===== src/logic/fms_pkg.sv =====
package fms_pkg;
	// command codes of the three registers in this bank
	localparam logic [7:0] FMS_CMD_FAULT_ALERT_MASK = 8'hFA;
	localparam logic [7:0] FMS_CMD_GENERAL_STATUS = 8'hFB;
	localparam logic [7:0] FMS_CMD_PHASE_ENABLE_STATUS = 8'hFC;
	// reset values
	localparam logic [7:0] FMS_FAULT_ALERT_MASK_RST = 8'h00;
	localparam logic [7:0] FMS_GENERAL_STATUS_RST = 8'h10;
	localparam logic [7:0] FMS_PHASE_ENABLE_STATUS_RST = 8'h00;
	// fault mask fields
	localparam int FMS_OVERVOLTAGE_ALERT_SUPPRESS_BIT = 7;
	localparam int FMS_OVERCURRENT_ALERT_SUPPRESS_BIT = 6;
	// general status fields
	localparam int FMS_GS_ALERT_BIT = 6;
	localparam int FMS_GS_POWER_GOOD_BIT = 5;
	localparam int FMS_GS_READY_BIT = 4;
	// phase status fields: phase n sits at bit n-1
	localparam int FMS_PHASE_COUNT = 6;
	localparam int FMS_PHASE_LSB = 0;
	// value read from an unmapped command code
	localparam logic [7:0] FMS_UNMAPPED_READ = 8'h00;
	// default 7-bit bus address, a plain choice
	localparam logic [6:0] FMS_BUS_ADDR_DEFAULT = 7'h20;
	// bits per byte on the bus, minus one
	localparam logic [2:0] FMS_LAST_BIT = 3'h7;
	// byte roles while receiving
	typedef enum logic [1:0] {
		FMS_RX_ADDR = 2'h0,
		FMS_RX_CMD = 2'h1,
		FMS_RX_DATA = 2'h2
	} fms_rx_kind_e;
	// bus slave states, one-hot
	typedef enum logic [4:0] {
		FMS_ST_IDLE = 5'h01,
		FMS_ST_RX = 5'h02,
		FMS_ST_ACK = 5'h04,
		FMS_ST_TX = 5'h08,
		FMS_ST_MACK = 5'h10
	} fms_state_e;
endpackage


===== src/logic/fms_sync.sv =====
`timescale 1ns/10ps
// two-flop synchroniser, one lane per bit
module fms_sync #(
	parameter int WIDTH = 2,
	parameter logic [WIDTH-1:0] RST_VAL = '1
) (
	input wire logic ref_clk,
	input wire logic rst,
	input wire logic [WIDTH-1:0] async_in,
	output logic [WIDTH-1:0] sync_out
);
	genvar i;
	generate
		for (i = 0; i < WIDTH; i++) begin : g_lane
			logic meta_reg;
			logic stable_reg;
			// first flop feeds only the second
			always_ff @(posedge ref_clk or posedge rst) begin
				if (rst) begin
					meta_reg <= RST_VAL[i];
					stable_reg <= RST_VAL[i];
				end else begin
					meta_reg <= async_in[i];
					stable_reg <= meta_reg;
				end
			end
			assign sync_out[i] = stable_reg;
		end
	endgenerate
endmodule


===== src/logic/fms_regs.sv =====
`timescale 1ns/10ps
// Function
// - fault mask bit 7 set stops over-voltage events from raising the alert.
// - fault mask bit 6 set stops over-current events from raising the alert.
// - general status shows alert bit 6, power-good bit 5, ready bit 4.
// - phase status bits 0..2 are one while phases one..three are enabled.
// - phase status bits 3..5 follow phases four..six; bits 7 and 6 reserved.
module fms_regs
	import fms_pkg::*;
#(
	parameter logic [6:0] BUS_ADDR = fms_pkg::FMS_BUS_ADDR_DEFAULT
) (
	input wire logic ref_clk,
	input wire logic rst,
	input wire logic scl_pin,
	input wire logic sda_pin_in,
	output logic sda_pin_out,
	output logic sda_pin_oe_n,
	input wire logic ovp_event,
	input wire logic ocp_event,
	input wire logic power_good,
	input wire logic ready,
	input wire logic [fms_pkg::FMS_PHASE_COUNT-1:0] phase_enable,
	output logic alert_n
);
	import fms_pkg::*;

	logic [1:0] pins_sync;
	logic scl_s;
	logic sda_s;
	logic scl_prev_reg;
	logic sda_prev_reg;
	logic scl_rise;
	logic scl_fall;
	logic bus_start;
	logic bus_stop;
	fms_state_e state_reg;
	fms_rx_kind_e rx_kind_reg;
	logic [7:0] shift_reg;
	logic [2:0] bit_cnt_reg;
	logic byte_full_reg;
	logic rw_reg;
	logic addr_hit_reg;
	logic [7:0] cmd_reg;
	logic drive_low_reg;
	logic master_nack_reg;
	logic [7:0] fault_alert_mask_reg;
	logic [7:0] general_status_reg;
	logic [7:0] phase_enable_status_reg;
	logic alert_reg;
	logic alert_next;
	logic [7:0] read_data;
	logic mask_write;

	// bus pins come from outside the clock domain
	fms_sync #(
		.WIDTH(2),
		.RST_VAL(2'h3)
	) u_pin_sync (
		.ref_clk(ref_clk),
		.rst(rst),
		.async_in({scl_pin, sda_pin_in}),
		.sync_out(pins_sync)
	);
	assign scl_s = pins_sync[1];
	assign sda_s = pins_sync[0];

	// edge history of the synchronised pins
	always_ff @(posedge ref_clk or posedge rst) begin
		if (rst) begin
			scl_prev_reg <= 1'b1;
			sda_prev_reg <= 1'b1;
		end else begin
			scl_prev_reg <= scl_s;
			sda_prev_reg <= sda_s;
		end
	end

	// sda moving while scl is high frames a transfer
	assign scl_rise = scl_s & ~scl_prev_reg;
	assign scl_fall = ~scl_s & scl_prev_reg;
	assign bus_start = scl_s & scl_prev_reg & sda_prev_reg & ~sda_s;
	assign bus_stop = scl_s & scl_prev_reg & ~sda_prev_reg & sda_s;

	// read mux; unmapped codes read as zero rather than stalling the bus
	always_comb begin
		case (cmd_reg)
			FMS_CMD_FAULT_ALERT_MASK: read_data = fault_alert_mask_reg;
			FMS_CMD_GENERAL_STATUS: read_data = general_status_reg;
			FMS_CMD_PHASE_ENABLE_STATUS: read_data = phase_enable_status_reg;
			default: read_data = FMS_UNMAPPED_READ;
		endcase
	end

	// a data byte lands only on the mask code; status codes ignore it
	assign mask_write = (state_reg == FMS_ST_RX) && scl_fall && byte_full_reg &&
		(rx_kind_reg == FMS_RX_DATA) && (cmd_reg == FMS_CMD_FAULT_ALERT_MASK);

	// bus slave sequencing: bits sampled on scl rise, sda changed on scl fall
	always_ff @(posedge ref_clk or posedge rst) begin
		if (rst) begin
			state_reg <= FMS_ST_IDLE;
			rx_kind_reg <= FMS_RX_ADDR;
			shift_reg <= 8'h00;
			bit_cnt_reg <= 3'h0;
			byte_full_reg <= 1'b0;
			rw_reg <= 1'b0;
			addr_hit_reg <= 1'b0;
			cmd_reg <= 8'h00;
			drive_low_reg <= 1'b0;
			master_nack_reg <= 1'b0;
		end else if (bus_stop) begin
			state_reg <= FMS_ST_IDLE;
			drive_low_reg <= 1'b0;
		end else if (bus_start) begin
			// repeated start keeps the command code for the read that follows
			state_reg <= FMS_ST_RX;
			rx_kind_reg <= FMS_RX_ADDR;
			bit_cnt_reg <= 3'h0;
			byte_full_reg <= 1'b0;
			drive_low_reg <= 1'b0;
		end else begin
			case (state_reg)
				FMS_ST_IDLE: begin
					drive_low_reg <= 1'b0;
				end
				FMS_ST_RX: begin
					if (scl_rise) begin
						shift_reg <= {shift_reg[6:0], sda_s};
						bit_cnt_reg <= bit_cnt_reg + 3'h1;
						byte_full_reg <= (bit_cnt_reg == FMS_LAST_BIT);
					end else if (scl_fall && byte_full_reg) begin
						byte_full_reg <= 1'b0;
						if (rx_kind_reg == FMS_RX_ADDR) begin
							if (shift_reg[7:1] == BUS_ADDR) begin
								rw_reg <= shift_reg[0];
								addr_hit_reg <= 1'b1;
								drive_low_reg <= 1'b1;
								state_reg <= FMS_ST_ACK;
							end else begin
								// not ours: stay off the bus until the next start
								addr_hit_reg <= 1'b0;
								state_reg <= FMS_ST_IDLE;
							end
						end else begin
							if (rx_kind_reg == FMS_RX_CMD) begin
								cmd_reg <= shift_reg;
							end
							drive_low_reg <= 1'b1;
							state_reg <= FMS_ST_ACK;
						end
					end
				end
				FMS_ST_ACK: begin
					if (scl_fall) begin
						bit_cnt_reg <= 3'h0;
						if (rw_reg) begin
							shift_reg <= {read_data[6:0], 1'b0};
							drive_low_reg <= ~read_data[7];
							state_reg <= FMS_ST_TX;
						end else begin
							drive_low_reg <= 1'b0;
							rx_kind_reg <= (rx_kind_reg == FMS_RX_ADDR) ?
								FMS_RX_CMD : FMS_RX_DATA;
							state_reg <= FMS_ST_RX;
						end
					end
				end
				FMS_ST_TX: begin
					if (scl_rise) begin
						bit_cnt_reg <= bit_cnt_reg + 3'h1;
						byte_full_reg <= (bit_cnt_reg == FMS_LAST_BIT);
					end else if (scl_fall) begin
						if (byte_full_reg) begin
							byte_full_reg <= 1'b0;
							drive_low_reg <= 1'b0; // release for the host's ack bit
							state_reg <= FMS_ST_MACK;
						end else begin
							drive_low_reg <= ~shift_reg[7];
							shift_reg <= {shift_reg[6:0], 1'b0};
						end
					end
				end
				FMS_ST_MACK: begin
					if (scl_rise) begin
						master_nack_reg <= sda_s;
					end else if (scl_fall) begin
						if (master_nack_reg) begin
							state_reg <= FMS_ST_IDLE;
						end else begin
							// further reads repeat the same one-byte register
							bit_cnt_reg <= 3'h0;
							shift_reg <= {read_data[6:0], 1'b0};
							drive_low_reg <= ~read_data[7];
							state_reg <= FMS_ST_TX;
						end
					end
				end
				default: begin
					state_reg <= FMS_ST_IDLE;
					drive_low_reg <= 1'b0;
				end
			endcase
		end
	end

	// open-drain data pin: only ever pulls low
	assign sda_pin_out = 1'b0;
	assign sda_pin_oe_n = ~drive_low_reg;

	// writable fault mask; reserved low bits are stored as written
	always_ff @(posedge ref_clk or posedge rst) begin
		if (rst) begin
			fault_alert_mask_reg <= FMS_FAULT_ALERT_MASK_RST;
		end else if (mask_write) begin
			fault_alert_mask_reg <= shift_reg;
		end
	end

	// alert follows unmasked faults; a masked fault never reaches the pin
	always_comb begin
		alert_next = 1'b0;
		if (ovp_event && !fault_alert_mask_reg[FMS_OVERVOLTAGE_ALERT_SUPPRESS_BIT]) begin
			alert_next = 1'b1;
		end
		if (ocp_event && !fault_alert_mask_reg[FMS_OVERCURRENT_ALERT_SUPPRESS_BIT]) begin
			alert_next = 1'b1;
		end
	end

	always_ff @(posedge ref_clk or posedge rst) begin
		if (rst) begin
			alert_reg <= 1'b0;
		end else begin
			alert_reg <= alert_next;
		end
	end

	assign alert_n = ~alert_reg;

	// status snapshots, refreshed every cycle from the regulator logic only
	always_ff @(posedge ref_clk or posedge rst) begin
		if (rst) begin
			general_status_reg <= FMS_GENERAL_STATUS_RST;
		end else begin
			general_status_reg <= 8'h00;
			general_status_reg[FMS_GS_ALERT_BIT] <= alert_next;
			general_status_reg[FMS_GS_POWER_GOOD_BIT] <= power_good;
			general_status_reg[FMS_GS_READY_BIT] <= ready;
		end
	end

	// one status bit per phase; reserved top bits stay zero
	always_ff @(posedge ref_clk or posedge rst) begin
		if (rst) begin
			phase_enable_status_reg <= FMS_PHASE_ENABLE_STATUS_RST;
		end else begin
			phase_enable_status_reg <= 8'h00;
			phase_enable_status_reg[FMS_PHASE_LSB +: FMS_PHASE_COUNT] <= phase_enable;
		end
	end
endmodule


===== config.mk =====
export PLATFORM = sky130hd
export DESIGN_NAME = fms_regs
export DESIGN_NICKNAME = d
export VERILOG_FILES = /design/src/logic/fms_pkg.sv /design/src/logic/fms_sync.sv /design/src/logic/fms_regs.sv
export SDC_FILE = /design/constraint.sdc
export NUM_CORES = 1
export LEC_CHECK = 0
export ABC_AREA = 1
export BUFFER_PORTS_ARGS = -buffer_cell sky130_fd_sc_hd__buf_2
export CAP_MARGIN = 30
export CORE_MARGIN = 4
export CORE_UTILIZATION = 66
export DETAILED_ROUTE_END_ITERATION = 16
export GPL_TIMING_DRIVEN = 0
export PLACE_DENSITY_LB_ADDON = 0.15
export SLEW_MARGIN = 40
export SYNTH_ARGS = -nofsm -noshare
export SYNTH_HDL_FRONTEND = slang
export SYNTH_SLANG_ARGS = --single-unit

===== constraint.sdc =====
create_clock -name ref_clk -period 2.75 [get_ports ref_clk]
set_clock_uncertainty 0.1 [all_clocks]
set_input_delay 0.1375 -clock ref_clk [delete_from_list [all_inputs] [get_ports ref_clk]]
set_output_delay 0.1375 -clock ref_clk [all_outputs]
set_load 0.02 [all_outputs]

==> key figures <==
Critical path
  • Reg2reg setup slack: 0.50 ns
  • WP data required: between 2 and 3 ns
  • Critical path cell sequence: ha_1 > nand2_1 > nor2_2 > nor2_1 > nand2_1 > a21oi_1 > nor2_1 > nand2_2 > nand2_1 > nand2_1
  • Slowest cell delay on critical path: 0.58 ns
  • Setup CP Type: reg2reg
  • CP Capture Type: flop
  • Critical-path top delay cell: dfstp_2
  • Setup crit start kind: flop
  • CP bufs+invs: 0
  • Worst R2R Start: u_pin_sync.g_lane[1].stable_reg
  • Critical path's top delay family: simple AND/OR/NAND/NOR gates
  • Worst-path maximum fanout: 5
  • Reg2reg end: bit_cnt_reg[0]
  • WP data arrival: roughly 2.4 ns
  • CP most frequent cell: nand2_1
  • R2R depth: 10

Power
  • Fraction of power consumed by sequential logic: between 50% and 60%
  • Clock Power Share: ~28%
  • Leakage dissipation: about 0.0018 uW
  • Sw Ratio: between 20 and 30%
  • Max VDD drop: 0.0004625 V
  • Sw Pwr: ~460 uW
  • Cell-internal power: between 1000 and 1500 uW
  • PD cells: 449.9 mW/mm^2
  • Comb pwr share: 17.0%

Timing
  • Final worst path period need: 2.254 ns
  • Max Clock Freq: ~440 MHz
  • Hold Violations, Final: 0
  • RSZ-0062 raised after global routing: false
  • Max-slew violation count: 0
  • Setup TNS: 0 ns
  • Setup violators final: 0
  • Final worst path period share: approximately four fifths
  • Final hold slack: roughly 0.20 ns

Synthesis
  • Synth top area cells: dfrtp_1 36%, nand2_1 16%, nand3_1 7.3%, dfstp_2 6.8%, inv_1 4.6%
  • Top-area cell type share of the netlist area: a little over a third
  • Seq cells post-synth: 53
  • Synth Area per Inst: about 7.6 um^2
  • Synth Net Count: 424
  • Post-synth design cell area: roughly 0.0031 mm^2
  • Post-Syn Instances: ~410
  • Register area share after synthesis: roughly 43%
  • Ys Warns: 0
  • Post-synth cell types: 29
  • Synth area leader: dfrtp_1

Placement
  • GPL Wtd Cong: between 0.9 and 1
  • DP HPWL: 5.039 mm
  • Port bufs: 15
  • Post-DP Area: roughly 0.0032 mm^2
  • # placed instances: between 400 and 500

Floorplan
  • I/O pins: 17
  • Core Rows: 24
  • Core footprint: 0.004444 mm^2
  • Die height: roughly 76 um
  • Die area: between 0.005 and 0.006 mm^2
  • Initial Utilization: a little over two thirds
  • Die width: roughly 76 um

Final layout
  • Final non-filler cell total: just under 500
  • Area growth, synth to finish: 12.25%
  • Number of diodes: 0
  • Layout cells sized above 1: 19.46%
  • Final instance area: ~0.0035 mm^2
  • Most common cell after layout, fill and taps aside: nand2_1
  • Final nets: 460
  • Most frequent cells in the layout: 135 x nand2_1, 45 x nand3_1, 45 x dfrtp_1, 38 x nor2_1, 37 x inv_1

Drt
  • Final WL: a little under 7 mm
  • Post-DR vias/cell: approximately 5.6
  • Avg WL per Cell: approximately 14 um
  • Post-route DRC violation count: 0
  • Iteration-0 DRC Markers: ~240
  • Vias after detailed routing: around 2,800
  • ANT nets after route: 0
  • DR pass1 iterations: 5

Flow run
  • Total of max-cap violations: 0

Global route
  • Gr usage total: roughly a quarter
  • First-pass GRT wire length: 11.96 mm
  • Largest net degree at the start of global routing: 40
  • Grt ovf: 0
  • Vias in the first global route: 2,629
  • Antenna violations before repair: 0

CTS
  • Reg clk slew, reported paths: around 0.09 ns
  • Worst skew pair latency: 0.31 ns
  • Sink Count: 53
  • CTS tree: yes
  • H-tree depth: 2
  • CTS root buf: clkbuf_8
  • CTS Buffer Depth: 2
  • CTS buffer count: 5
  • Setup Buffers After CTS: 0

Status
  • Status: finished clean

Worst hold path
  • Hold/Removal Path Class: in2async
per-stage QoR:
step	util, %	total power [uW]	setup slack (ns)
2_1_floorplan	-	1051	0.9365
3_3_place_gp	72.58	1103	0.6377
3_5_place_dp	73.09	1117	0.5779
4_1_cts	77.93	1567	0.5414
5_1_grt	77.93	1647	0.3446
6_report	77.93	1558	0.4963
power by group through the flow:
stage / clock, uW / combinational, uW / sequential [uW]
final: 438 / 265 / 855
after global routing: 486 / 302 / 859
after CTS: 449 / 263 / 855
after detailed placement: 0 / 248 / 870
after global placement: 0 / 236 / 866
after floorplan: 0 / 189 / 861
logic make-up after synthesis:
logic type               after synthesis  share of synthesized area, %
AO/OA/AOI/OAI                         31                         6.083
buffers and inverters                 54                         7.380
AND/OR/NAND/NOR                      261                         41.08
adder cells (fa/ha/maj)                5                         2.028
other                                  1                        0.1215
flip-flops                            53                         43.31
area by class of cell:
type,instances,area (um^2)
clock inverter,1,8.758
timing repair buffer,29,225.2
tap,52,65.06
sequential,53,1336
clock buffer,7,76.32
fill,338,980.9
multi-input combinational,298,1521
buffer,5,38.79
inverter,49,191.4
worst max path at each step:
stage,from,endpoint,slack (ns),cells after the start
global placement,rst,alert_reg,0.64,2
detailed placement,u_pin_sync.g_lane[1].stable_reg,bit_cnt_reg[0],0.58,10
floorplan,u_pin_sync.g_lane[1].stable_reg,bit_cnt_reg[0],0.94,10
global route,u_pin_sync.g_lane[1].stable_reg,state_reg[1],0.34,10
CTS,u_pin_sync.g_lane[1].stable_reg,bit_cnt_reg[0],0.54,10
finish,u_pin_sync.g_lane[1].stable_reg,bit_cnt_reg[0],0.50,10
routing by layer:
layer	wire length (um)	vias up	global-route usage [%]
li1	-	1351	-
met1	3035	1284	35.39
met2	3103	114	39.46
met3	571	16	6.028
met4	120	0	7.609
met5	0	-	0
worst min-delay path: cells and delay by family:
family,cells,cell delay [ns]
buf+inv,3,0.84
timing repair:
| action | 4_1_cts | 5_1_grt |
|---|---|---|
| endpoints found under the hold margin | 63 | 0 |
| hold buffers | 13 | 0 |
| resized for setup | 0 | 0 |
synth_stat cells (all sizes together):
library cell    n
dfrtp          45
inv            47
clkinv          2
nor2           50
conb            1
nor3            4
buf             5
ha              5
nand4           8
nand2         148
nand3          51
a21oi           4
o21ai          25
dfstp           8
o22ai           2
No activity file was read; power rests on OpenSTA's default activity.
